## src/verilog/spt_pkg.sv

```systemverilog
package spt_pkg;

  // ===========================================================
  // timing
  localparam int unsigned CLK_FREQ_HZ = 20_000_000;
  localparam int unsigned BUS_RST_MS = 25;
  localparam int unsigned BUS_RST_CYCLES = CLK_FREQ_HZ / 1000 * BUS_RST_MS;
  localparam int RST_CNT_W = 20;

  // ===========================================================
  // register map (byte addresses)
  localparam logic [7:0] ADDR_CMD = 8'h00;
  localparam logic [7:0] ADDR_CTRL_ONE = 8'h04;
  localparam logic [7:0] ADDR_CTRL_FOUR = 8'h34;
  localparam logic [7:0] ADDR_DMA_STATUS = 8'h54;
  localparam logic [7:0] ADDR_INT_STATUS = 8'h58;
  localparam logic [7:0] ADDR_INT_MASK = 8'h5C;

  localparam logic [7:0] CMD_BUS_RESET = 8'h03;
  localparam int CTRL_ONE_RST_IRQ_DIS = 6;
  localparam int CTRL_FOUR_BUF_OFF = 5;
  localparam int DMA_PD_BIT = 0;
  localparam int DMA_RST_ACT_BIT = 1;
  localparam int INT_W = 2;

  localparam logic [7:0] CTRL_ONE_RST = 8'h00;
  localparam logic [7:0] CTRL_FOUR_RST = 8'h00;
  localparam logic [INT_W-1:0] INT_MASK_RST = 2'h0;

  localparam logic [1:0] RESP_OKAY = 2'h0;
  localparam logic [1:0] RESP_SLVERR = 2'h2;

  // ===========================================================
  // test chain positions (bit k is chain input k+1)
  localparam int NAND_W = 56;
  localparam int NAND_IDX_RST = 0;
  localparam int NAND_IDX_INTA = 1;
  localparam int NAND_IDX_INTB = 2;
  localparam int NAND_IDX_CLK = 3;
  localparam int NAND_IDX_POWER_DOWN = 55;

  // ===========================================================
  // types
  typedef enum logic {ST_IDLE, ST_BUS_RST} spt_state_t;

  typedef struct packed {
    logic rst_evt;
    logic pd_evt;
  } spt_evt_t;

endpackage

```

## src/verilog/spt_nand_tree.sv

```systemverilog
`timescale 1ns/100ps
module spt_nand_tree import spt_pkg::*; (
  // chain inputs, bit k is input k+1
  input wire logic [NAND_W-1:0] pins_i,
  // chain result
  output logic tree_o
);

  logic [NAND_W-1:0] stage;

  // ===========================================================
  // leaf: reset pin inverted, int a and int b share the first gate
  assign stage[NAND_IDX_RST] = ~pins_i[NAND_IDX_RST];
  assign stage[NAND_IDX_INTA] = ~(stage[NAND_IDX_RST]
      & pins_i[NAND_IDX_INTA] & pins_i[NAND_IDX_INTB]);
  assign stage[NAND_IDX_INTB] = stage[NAND_IDX_INTA];

  // ===========================================================
  // remaining inputs, clock first, power-down last
  for (genvar k = NAND_IDX_CLK; k < NAND_W; k++) begin : g_chain
    assign stage[k] = ~(stage[k-1] & pins_i[k]);
  end

  assign tree_o = stage[NAND_W-1];

endmodule // spt_nand_tree

```

## src/verilog/spt_scsi_pwr.sv

```systemverilog
`timescale 1ns/100ps
module spt_scsi_pwr import spt_pkg::*; #(
  parameter int unsigned BUS_RST_CYCLES_P = BUS_RST_CYCLES
) (
  // clock and reset
  input wire logic clk_i,
  input wire logic resetn_i,
  // axi4-lite write address
  input wire logic s_axi_awvalid_i,
  output logic s_axi_awready_o,
  input wire logic [7:0] s_axi_awaddr_i,
  // axi4-lite write data
  input wire logic s_axi_wvalid_i,
  output logic s_axi_wready_o,
  input wire logic [31:0] s_axi_wdata_i,
  input wire logic [3:0] s_axi_wstrb_i,
  // axi4-lite write response
  output logic s_axi_bvalid_o,
  input wire logic s_axi_bready_i,
  output logic [1:0] s_axi_bresp_o,
  // axi4-lite read address
  input wire logic s_axi_arvalid_i,
  output logic s_axi_arready_o,
  input wire logic [7:0] s_axi_araddr_i,
  // axi4-lite read data
  output logic s_axi_rvalid_o,
  input wire logic s_axi_rready_i,
  output logic [31:0] s_axi_rdata_o,
  output logic [1:0] s_axi_rresp_o,
  // scsi side
  input wire logic scsi_bsy_i,
  output logic scsi_rst_o,
  output logic scsi_force_disc_o,
  output logic scsi_in_buf_en_o,
  // pci pins in chain order, power-down request last
  input wire logic [NAND_W-1:0] pci_pins_i,
  output logic pci_drive_en_o,
  // activity and interrupt
  output logic busy_n_o,
  output logic irq_o
);

  localparam logic [RST_CNT_W-1:0] RST_LAST =
      RST_CNT_W'(BUS_RST_CYCLES_P - 1);

  // ===========================================================
  // bus slave and register state
  logic aw_hold_q, aw_hold_d, w_hold_q, w_hold_d;
  logic wlane0_q, wlane0_d, awready_q, awready_d;
  logic wready_q, wready_d, bvalid_q, bvalid_d;
  logic arready_q, arready_d, rvalid_q, rvalid_d;
  logic pd_stat_q, pd_stat_d, irq_q, irq_d, cmd_go, pd_clr;
  logic [7:0] awaddr_q, awaddr_d, ctrl_one_q, ctrl_one_d;
  logic [7:0] ctrl_four_q, ctrl_four_d;
  logic [31:0] wdata_q, wdata_d, rdata_q, rdata_d;
  logic [1:0] bresp_q, bresp_d, rresp_q, rresp_d;
  logic [INT_W-1:0] int_mask_q, int_mask_d, int_clr;
  spt_evt_t int_stat_q, int_stat_d, evt;

  // ===========================================================
  // core state
  spt_state_t state_q, state_d;
  logic [RST_CNT_W-1:0] rst_cnt_q, rst_cnt_d;
  logic scsi_rst_q, scsi_rst_d, disc_q, disc_d;
  logic busy_n_q, busy_n_d, drive_en_q, drive_en_d;
  logic buf_en_q, buf_en_d;
  logic test_mode, power_down_request, nand_out, bus_in_use;

  assign test_mode = ~pci_pins_i[NAND_IDX_RST];
  assign power_down_request = pci_pins_i[NAND_IDX_POWER_DOWN];
  assign bus_in_use = scsi_bsy_i | scsi_rst_q;

  spt_nand_tree u_tree (
    .pins_i(pci_pins_i),
    .tree_o(nand_out)
  );

  // ===========================================================
  // register next state
  always_comb begin
    aw_hold_d = aw_hold_q;
    awaddr_d = awaddr_q;
    w_hold_d = w_hold_q;
    wdata_d = wdata_q;
    wlane0_d = wlane0_q;
    bvalid_d = bvalid_q;
    bresp_d = bresp_q;
    rvalid_d = rvalid_q;
    rdata_d = rdata_q;
    rresp_d = rresp_q;
    ctrl_one_d = ctrl_one_q;
    ctrl_four_d = ctrl_four_q;
    int_mask_d = int_mask_q;
    cmd_go = 1'b0;
    pd_clr = 1'b0;
    int_clr = '0;
    if (s_axi_awvalid_i && awready_q) begin
      aw_hold_d = 1'b1;
      awaddr_d = s_axi_awaddr_i;
    end
    if (s_axi_wvalid_i && wready_q) begin
      w_hold_d = 1'b1;
      wdata_d = s_axi_wdata_i;
      wlane0_d = s_axi_wstrb_i[0];
    end
    if (bvalid_q && s_axi_bready_i) begin
      bvalid_d = 1'b0;
    end
    if (aw_hold_q && w_hold_q && !bvalid_q) begin
      aw_hold_d = 1'b0;
      w_hold_d = 1'b0;
      bvalid_d = 1'b1;
      bresp_d = RESP_OKAY;
      case (awaddr_q)
        ADDR_CMD: begin
          cmd_go = wlane0_q && (wdata_q[7:0] == CMD_BUS_RESET);
        end
        ADDR_CTRL_ONE: if (wlane0_q) ctrl_one_d = wdata_q[7:0];
        ADDR_CTRL_FOUR: if (wlane0_q) ctrl_four_d = wdata_q[7:0];
        ADDR_DMA_STATUS: pd_clr = wlane0_q && wdata_q[DMA_PD_BIT];
        ADDR_INT_STATUS: if (wlane0_q) int_clr = wdata_q[INT_W-1:0];
        ADDR_INT_MASK: if (wlane0_q) int_mask_d = wdata_q[INT_W-1:0];
        default: begin
          bresp_d = RESP_SLVERR;
        end
      endcase
    end
    awready_d = !aw_hold_d && !bvalid_d;
    wready_d = !w_hold_d && !bvalid_d;
    // power-down status: pin sets, write-one clears, set wins
    pd_stat_d = (pd_stat_q && !pd_clr) || power_down_request;
    evt.pd_evt = pd_stat_d && !pd_stat_q;
    evt.rst_evt = cmd_go && (state_q == ST_IDLE)
        && !ctrl_one_q[CTRL_ONE_RST_IRQ_DIS];
    int_stat_d = (int_stat_q & ~int_clr) | evt;
    irq_d = |(int_stat_d & int_mask_d);
    if (rvalid_q && s_axi_rready_i) begin
      rvalid_d = 1'b0;
    end
    if (s_axi_arvalid_i && arready_q) begin
      rvalid_d = 1'b1;
      rresp_d = RESP_OKAY;
      rdata_d = '0;
      case (s_axi_araddr_i)
        ADDR_CMD: rdata_d = '0;
        ADDR_CTRL_ONE: rdata_d[7:0] = ctrl_one_q;
        ADDR_CTRL_FOUR: rdata_d[7:0] = ctrl_four_q;
        ADDR_DMA_STATUS: begin
          rdata_d[DMA_PD_BIT] = pd_stat_q;
          rdata_d[DMA_RST_ACT_BIT] = scsi_rst_q;
        end
        ADDR_INT_STATUS: rdata_d[INT_W-1:0] = int_stat_q;
        ADDR_INT_MASK: rdata_d[INT_W-1:0] = int_mask_q;
        default: rresp_d = RESP_SLVERR;
      endcase
    end
    arready_d = !rvalid_d;
  end

  always_ff @(posedge clk_i) begin
    if (!resetn_i) begin
      aw_hold_q <= 1'b0;
      awaddr_q <= 8'h00;
      w_hold_q <= 1'b0;
      wdata_q <= 32'h0000_0000;
      wlane0_q <= 1'b0;
      awready_q <= 1'b0;
      wready_q <= 1'b0;
      bvalid_q <= 1'b0;
      bresp_q <= RESP_OKAY;
      arready_q <= 1'b0;
      rvalid_q <= 1'b0;
      rdata_q <= 32'h0000_0000;
      rresp_q <= RESP_OKAY;
      ctrl_one_q <= CTRL_ONE_RST;
      ctrl_four_q <= CTRL_FOUR_RST;
      pd_stat_q <= 1'b0;
      int_stat_q <= '0;
      int_mask_q <= INT_MASK_RST;
      irq_q <= 1'b0;
    end else begin
      aw_hold_q <= aw_hold_d;
      awaddr_q <= awaddr_d;
      w_hold_q <= w_hold_d;
      wdata_q <= wdata_d;
      wlane0_q <= wlane0_d;
      awready_q <= awready_d;
      wready_q <= wready_d;
      bvalid_q <= bvalid_d;
      bresp_q <= bresp_d;
      arready_q <= arready_d;
      rvalid_q <= rvalid_d;
      rdata_q <= rdata_d;
      rresp_q <= rresp_d;
      ctrl_one_q <= ctrl_one_d;
      ctrl_four_q <= ctrl_four_d;
      pd_stat_q <= pd_stat_d;
      int_stat_q <= int_stat_d;
      int_mask_q <= int_mask_d;
      irq_q <= irq_d;
    end
  end

  // ===========================================================
  // bus reset sequencer and pin steering
  always_comb begin
    state_d = state_q;
    rst_cnt_d = rst_cnt_q;
    unique case (state_q)
      ST_IDLE: begin
        if (cmd_go) begin
          state_d = ST_BUS_RST;
          rst_cnt_d = '0;
        end
      end
      ST_BUS_RST: begin
        if (rst_cnt_q == RST_LAST) begin
          state_d = ST_IDLE;
        end else begin
          rst_cnt_d = rst_cnt_q + 1'b1;
        end
      end
    endcase
    scsi_rst_d = (state_d == ST_BUS_RST);
    disc_d = cmd_go && (state_q == ST_IDLE);
    busy_n_d = test_mode ? nand_out : !bus_in_use;
    drive_en_d = !test_mode;
    buf_en_d = !ctrl_four_q[CTRL_FOUR_BUF_OFF];
  end

  always_ff @(posedge clk_i) begin
    if (!resetn_i) begin
      state_q <= ST_IDLE;
      rst_cnt_q <= '0;
      scsi_rst_q <= 1'b0;
      disc_q <= 1'b0;
      busy_n_q <= 1'b1;
      drive_en_q <= 1'b0;
      buf_en_q <= 1'b1;
    end else begin
      state_q <= state_d;
      rst_cnt_q <= rst_cnt_d;
      scsi_rst_q <= scsi_rst_d;
      disc_q <= disc_d;
      busy_n_q <= busy_n_d;
      drive_en_q <= drive_en_d;
      buf_en_q <= buf_en_d;
    end
  end

  assign s_axi_awready_o = awready_q;
  assign s_axi_wready_o = wready_q;
  assign s_axi_bvalid_o = bvalid_q;
  assign s_axi_bresp_o = bresp_q;
  assign s_axi_arready_o = arready_q;
  assign s_axi_rvalid_o = rvalid_q;
  assign s_axi_rdata_o = rdata_q;
  assign s_axi_rresp_o = rresp_q;
  assign scsi_rst_o = scsi_rst_q;
  assign scsi_force_disc_o = disc_q;
  assign scsi_in_buf_en_o = buf_en_q;
  assign pci_drive_en_o = drive_en_q;
  assign busy_n_o = busy_n_q;
  assign irq_o = irq_q;

  logic [RST_CNT_W:0] rst_len_q;
  always_ff @(posedge clk_i) begin
    if (!resetn_i || !scsi_rst_o) begin
      rst_len_q <= '0;
    end else begin
      rst_len_q <= rst_len_q + 1'b1;
    end
  end
endmodule // spt_scsi_pwr
```

## config.mk

```make
export PLATFORM = sky130hd
export DESIGN_NAME = spt_scsi_pwr
export DESIGN_NICKNAME = d
export VERILOG_FILES = /design/src/verilog/spt_pkg.sv /design/src/verilog/spt_nand_tree.sv /design/src/verilog/spt_scsi_pwr.sv
export SDC_FILE = /design/constraint.sdc
export NUM_CORES = 1
export LEC_CHECK = 0
export BUFFER_PORTS_ARGS = -buffer_cell sky130_fd_sc_hd__buf_2
export CAP_MARGIN = 10
export CORE_ASPECT_RATIO = 2
export CORE_MARGIN = 2
export CORE_UTILIZATION = 52
export CTS_CLUSTER_SIZE = 16
export DETAILED_ROUTE_END_ITERATION = 16
export PLACE_DENSITY = 0.86
export SLEW_MARGIN = 20
export SYNTH_ARGS = -nofsm -noshare
export SYNTH_HDL_FRONTEND = slang
export SYNTH_SLANG_ARGS = --single-unit
```

## constraint.sdc

```tcl
create_clock -name clk_i -period 5.1 [get_ports clk_i]
set_input_delay 0.255 -clock clk_i [delete_from_list [all_inputs] [get_ports clk_i]]
set_output_delay 0.255 -clock clk_i [all_outputs]
set_load 0.01 [all_outputs]
```

Yosys cells after proc, flatten, opt, wreduce, memory -nomap -nowiden
Cells that the tools add are included.

$add $sub $neg: 1. Eq/ne operators: 14. Multiplexer cells: 29. Bitwise logic cells: 116. Reduce and logical (&&, ||, !) cells: 34.

Operators by type and width (number): inverter 1 bit (56); AND 1 bit (55); == test 8 x 7 -> 1 bit, second input constant (6); 2-to-1 mux 20 bit (2); one-hot mux 20 bit (2 select lines) (1); adder 20 x 1 -> 20 bit, second input constant (1); == test 20 x 19 -> 1 bit, second input constant (1); == test 8 x 3 -> 1 bit, second input constant (2); == test 8 x 6 -> 1 bit, second input constant (2); logical NOT 8 bit (2); 2-to-1 mux 2 bit (8); logical AND 1 bit (15); 2-to-1 mux 1 bit (15); one-hot mux 6 bit (2 select lines) (1); OR reduction 6 bit (2); logical NOT 1 bit (10); one-hot mux 2 bit (5 select lines) (1); == test 8 x 2 -> 1 bit, second input constant (1); AND reduction 3 bit (2); AND 2 bit (2); inequality test 2 bit, second input constant (2); inverter 2 bit (1); OR 2 bit (1); one-hot mux 1 bit (2 select lines) (1); other kinds (4) (4).

Bits in registers: 83. Bits of input ports: 116. Output and inout port bits: 47. Word-level logic and storage cells: 220.

Depth between registers and ports, before layout
Word-level depth: 111. Mapped depth: 7.

By module
A second synthesis with hierarchy kept.

Cell total of the unflattened synthesis: 494. Area total of the unflattened synthesis: 4101.4 um^2.

Modules (own cells, without submodules): spt_scsi_pwr (times used 1, cells an instance 448, area each 3832.4 um^2, sequential area each 1621.6 um^2); spt_nand_tree (times used 1, cells an instance 46, area each 269.0 um^2, sequential area each 0.0 um^2).

Worst setup path after synthesis
Ideal clock, no wire load.

Path type: flip-flop to flip-flop. Start: reg rst_cnt_q[5]. End: reg rst_cnt_q[17]. Library setup time: 0.121 ns. Arrival time: 2.072 ns. Data required time: 4.979 ns. Path slack: 2.908 ns. Cell stages (with the launch flop): 7. Buffers on the path: 0. Period minus slack after synthesis: 2.192 ns. Cell sequence: dfxtp_1 -> or4_1 -> or4_4 -> o21ai_4 -> nor3_2 -> and3_1 -> mux2_2.

Longest elaborated chain between the ends: 3. Elaborated cells between the ends (all ways): 6.

RTL lines: start, declared (RTL line spt_scsi_pwr.sv:63) `logic [RST_CNT_W-1:0] rst_cnt_q, rst_cnt_d;`; start signal, assigned (RTL line spt_scsi_pwr.sv:242) `rst_cnt_q <= rst_cnt_d;`; adder 20 x 1 -> 20 bit or == test 20 x 19 -> 1 bit (tied branches) (RTL line spt_scsi_pwr.sv:220, spt_scsi_pwr.sv:217); 2-to-1 mux 20 bit or inequality test 2 bit (tied branches); one-hot mux 20 bit (2 select lines) or AND reduction 2 bit (tied branches).

Several ways; a longest one is shown, not always the timed one. The select of a mux whose other input is x is not followed. A chain may end at the register's enable or synchronous reset.

Worst setup path after layout
Start: reg wdata_q[0]. End: reg rst_cnt_q[17].

Longest elaborated chain between the ends: 6.

RTL lines: start, declared (RTL line spt_scsi_pwr.sv:55) `logic [31:0] wdata_q, wdata_d, rdata_q, rdata_d;`; start signal, assigned (RTL line spt_scsi_pwr.sv:185) `wdata_q <= wdata_d;`; == test 8 x 2 -> 1 bit (RTL line spt_scsi_pwr.sv:116) `cmd_go = wlane0_q && (wdata_q[7:0] == CMD_BUS_RESET);`; logical AND 1 bit (RTL line spt_scsi_pwr.sv:116); 2-to-1 mux 1 bit (RTL line spt_scsi_pwr.sv:114) `case (awaddr_q)`; 2-to-1 mux 1 bit (RTL line spt_scsi_pwr.sv:109) `if (aw_hold_q && w_hold_q && !bvalid_q) begin`; inequality test 2 bit (no source line); AND reduction 2 bit (no source line).

Every way passes these cells.

==> results.cfg <==
[status]
status = finished, final reports clean

[routing]
drtPass1Iterations = 4
maxUsedRoutingLayer = met4
drt-initial-drc-count = 146
wl_met1_um = 3578
drtAntennaViolNets = 0
routedWlPerCell_um = 14.56
vias_per_cell = 5.603
dr_total_vias = 3771
wl_met3_um = 488
wl_met2_um = 5418
drc = 0
drt-total-wl_um = 9802

[finish]
num_antenna_cells = 0
final_util_pct = 64.28
nets = 693
syn2layout_area_growth_pct = 20.25
final_common_cell = buf_2
drive_above_1_share_pct = 23.41
fin_cells = 673
mostFrequentLayoutCells = 109 x buf_2, 81 x dfxtp_1, 57 x nand2_1

[pwr]
ir_drop_uv = 232.4
power_per_cell_area_mw_per_mm2 = 300.2
leakage_nw = 2.081
power_w = 0.001392

[logic_synthesis]
synthArstFlopShare_pct = 0
synth_edf_count = 0
synth_flop_cell = dfxtp_1
synthCells = 473
synth_cell_type_count = 57
synth_seq_cells = 81
seq_area_frac_synth_pct = 42.06
syn-cell-area_mm2 = 0.003855
yosys_warnings = 0
avgSynthCellArea_um2 = 8.150

[run]
drv_cap = 0

[setup_path]
critPathMaxFanout = 14
ff2ff_setup_slack_ns = 2.62
end_kind = register
arrival_ns = 2.70
start_kind = register
required_ns = 5.32
worstSetupPathType = reg -> reg

[clock_network]
clkSlewWorstSetupHoldPaths_ns = 0.06
cts_made_buffers = 9
post_cts_resized = 0
htreeDepth = 3
cts_root_buf = clkbuf_16
cts.sinks = 81
postCtsSetupBuffers = 0
cts_hold_buffers = 0
cts_tree = done
clk_latency_ns = 0.33
cts_buffer_depth = 2

[die]
start_util_pct = 53.45
die_y_um = 125.8
num_rows = 44
core-area_mm2 = 0.007212
dieArea_mm2 = 0.008160
io_pins = 163
die_w_um = 64.88

[timing]
setup_violations = 0
timing.final.max_slew_violations = 0
max_freq_mhz = 402.7
period_share_pct = 48.69
clock_skew_ns = 0.004379
finalHoldViolations = 0
fin_setup_tns_ns = 0
period_minus_slack_ns = 2.483
fin_ws_ns = 2.617
slew_headroom_pct = 54.11
max_slew.worst_pin.slew_ns = 0.6831
rsz0062_at_grt = no

[place]
dpl.hpwl_um = 7422
place.gp.congestion = 1.041
port_buffers = 109
dpl.cell_count = 657
post-place-ws_ns = 2.662

[min_path]
hold_class = in -> reg

[global_route]
grt_pass1_wl_um = 16270
first_global_vias = 3800
antenna_found_initial = 0
grt_usage_pct = 24.99
overflow = 0
grt_max_degree = 53
==> synth_stat cells (12+ instances only) <==
cell type / count / area [um2]
dfxtp_1: 81 / 1622
o21ai_0: 23 / 115.1
nor3_1: 14 / 70.07
nor2_1: 56 / 210.2
buf_4: 26 / 195.2
nand2_1: 57 / 214.0
inv_1: 12 / 45.04
clkbuf_1: 16 / 60.06
nand4_1: 12 / 75.07
a21oi_1: 34 / 170.2
nand3_1: 27 / 135.1
mux2i_1: 18 / 180.2
==> layout make-up <==
type	count	area (um2)
Timing Repair Buffer	111	560.5
Fill cell	630	2576
Tap cell	92	115.1
Inverter	13	48.80
Clock inverter	3	15.01
Clock buffer	13	260.3
Multi-Input combinational cell	360	2014
Sequential cell	81	1622
==> through the flow <==
stage          area, um2  hold slack, ns
3_3_place_gp        4360          0.3951
2_1_floorplan       3949          0.3705
3_5_place_dp        4360          0.4066
6_report            4636          0.1563
5_1_grt             4636          0.1707
4_1_cts             4636          0.1563
==> routing by layer <==
metal	track usage, %	vias to the layer above
li1	-	1831
met1	25.49	1770
met2	46.33	136
met3	4.732	34
met4	13.02	0
met5	0	-
==> worst paths after layout <==
kind,from,cells past startpoint,to
worst max-delay path,wdata_q[0]$_SDFFE_PN0P_,6,rst_cnt_q[17]$_SDFFE_PN0P_
worst min-delay path,s_axi_wdata_i[7],3,wdata_q[7]$_SDFFE_PN0P_
worst max register to register,wdata_q[0]$_SDFFE_PN0P_,6,rst_cnt_q[17]$_SDFFE_PN0P_
worst min register to register,ctrl_four_q[5]$_SDFFE_PN0P_,1,scsi_in_buf_en_o$_SDFF_PN1_
==> sequential cells by signal (all words and copies together) (netlist names), 2 cells and up <==
register / count
wdata_q: 8
s_axi_rdata_o: 8
int_mask_q: 2
rst_cnt_q: 20
awaddr_q: 8
ctrl_four_q: 8
ctrl_one_q: 8
int_stat_q: 2
==> report_power, final <==
group	internal, W	switching [W]	total, W
logic	0.0000547	0.0000737	0.000128
registers	0.000651	0.0000185	0.000669
clock network	0.000354	0.000240	0.000594
==> cells by family (layout without fill, tap and decap cells) <==
kind of cell	count (synthesis)	count (layout)	share of synthesized area, %
other cells	1	26	0.09728
compound gates	85	85	13.44
buf+inv	57	140	8.114
mux	21	21	5.550
fa+ha+maj	1	1	0.3245
xor+xnor	13	13	2.954
flops	81	81	42.06
simple gates	214	214	27.46
==> critical path: stages (launching register included) <==
cell     delay (ns)
dfxtp_1        0.45
or4b_2         0.61
nor4b_1        0.27
nand3_1        0.22
nand2_1        0.46
a21oi_1        0.08
mux2_2         0.28
Power figures use the tool's default switching activity.
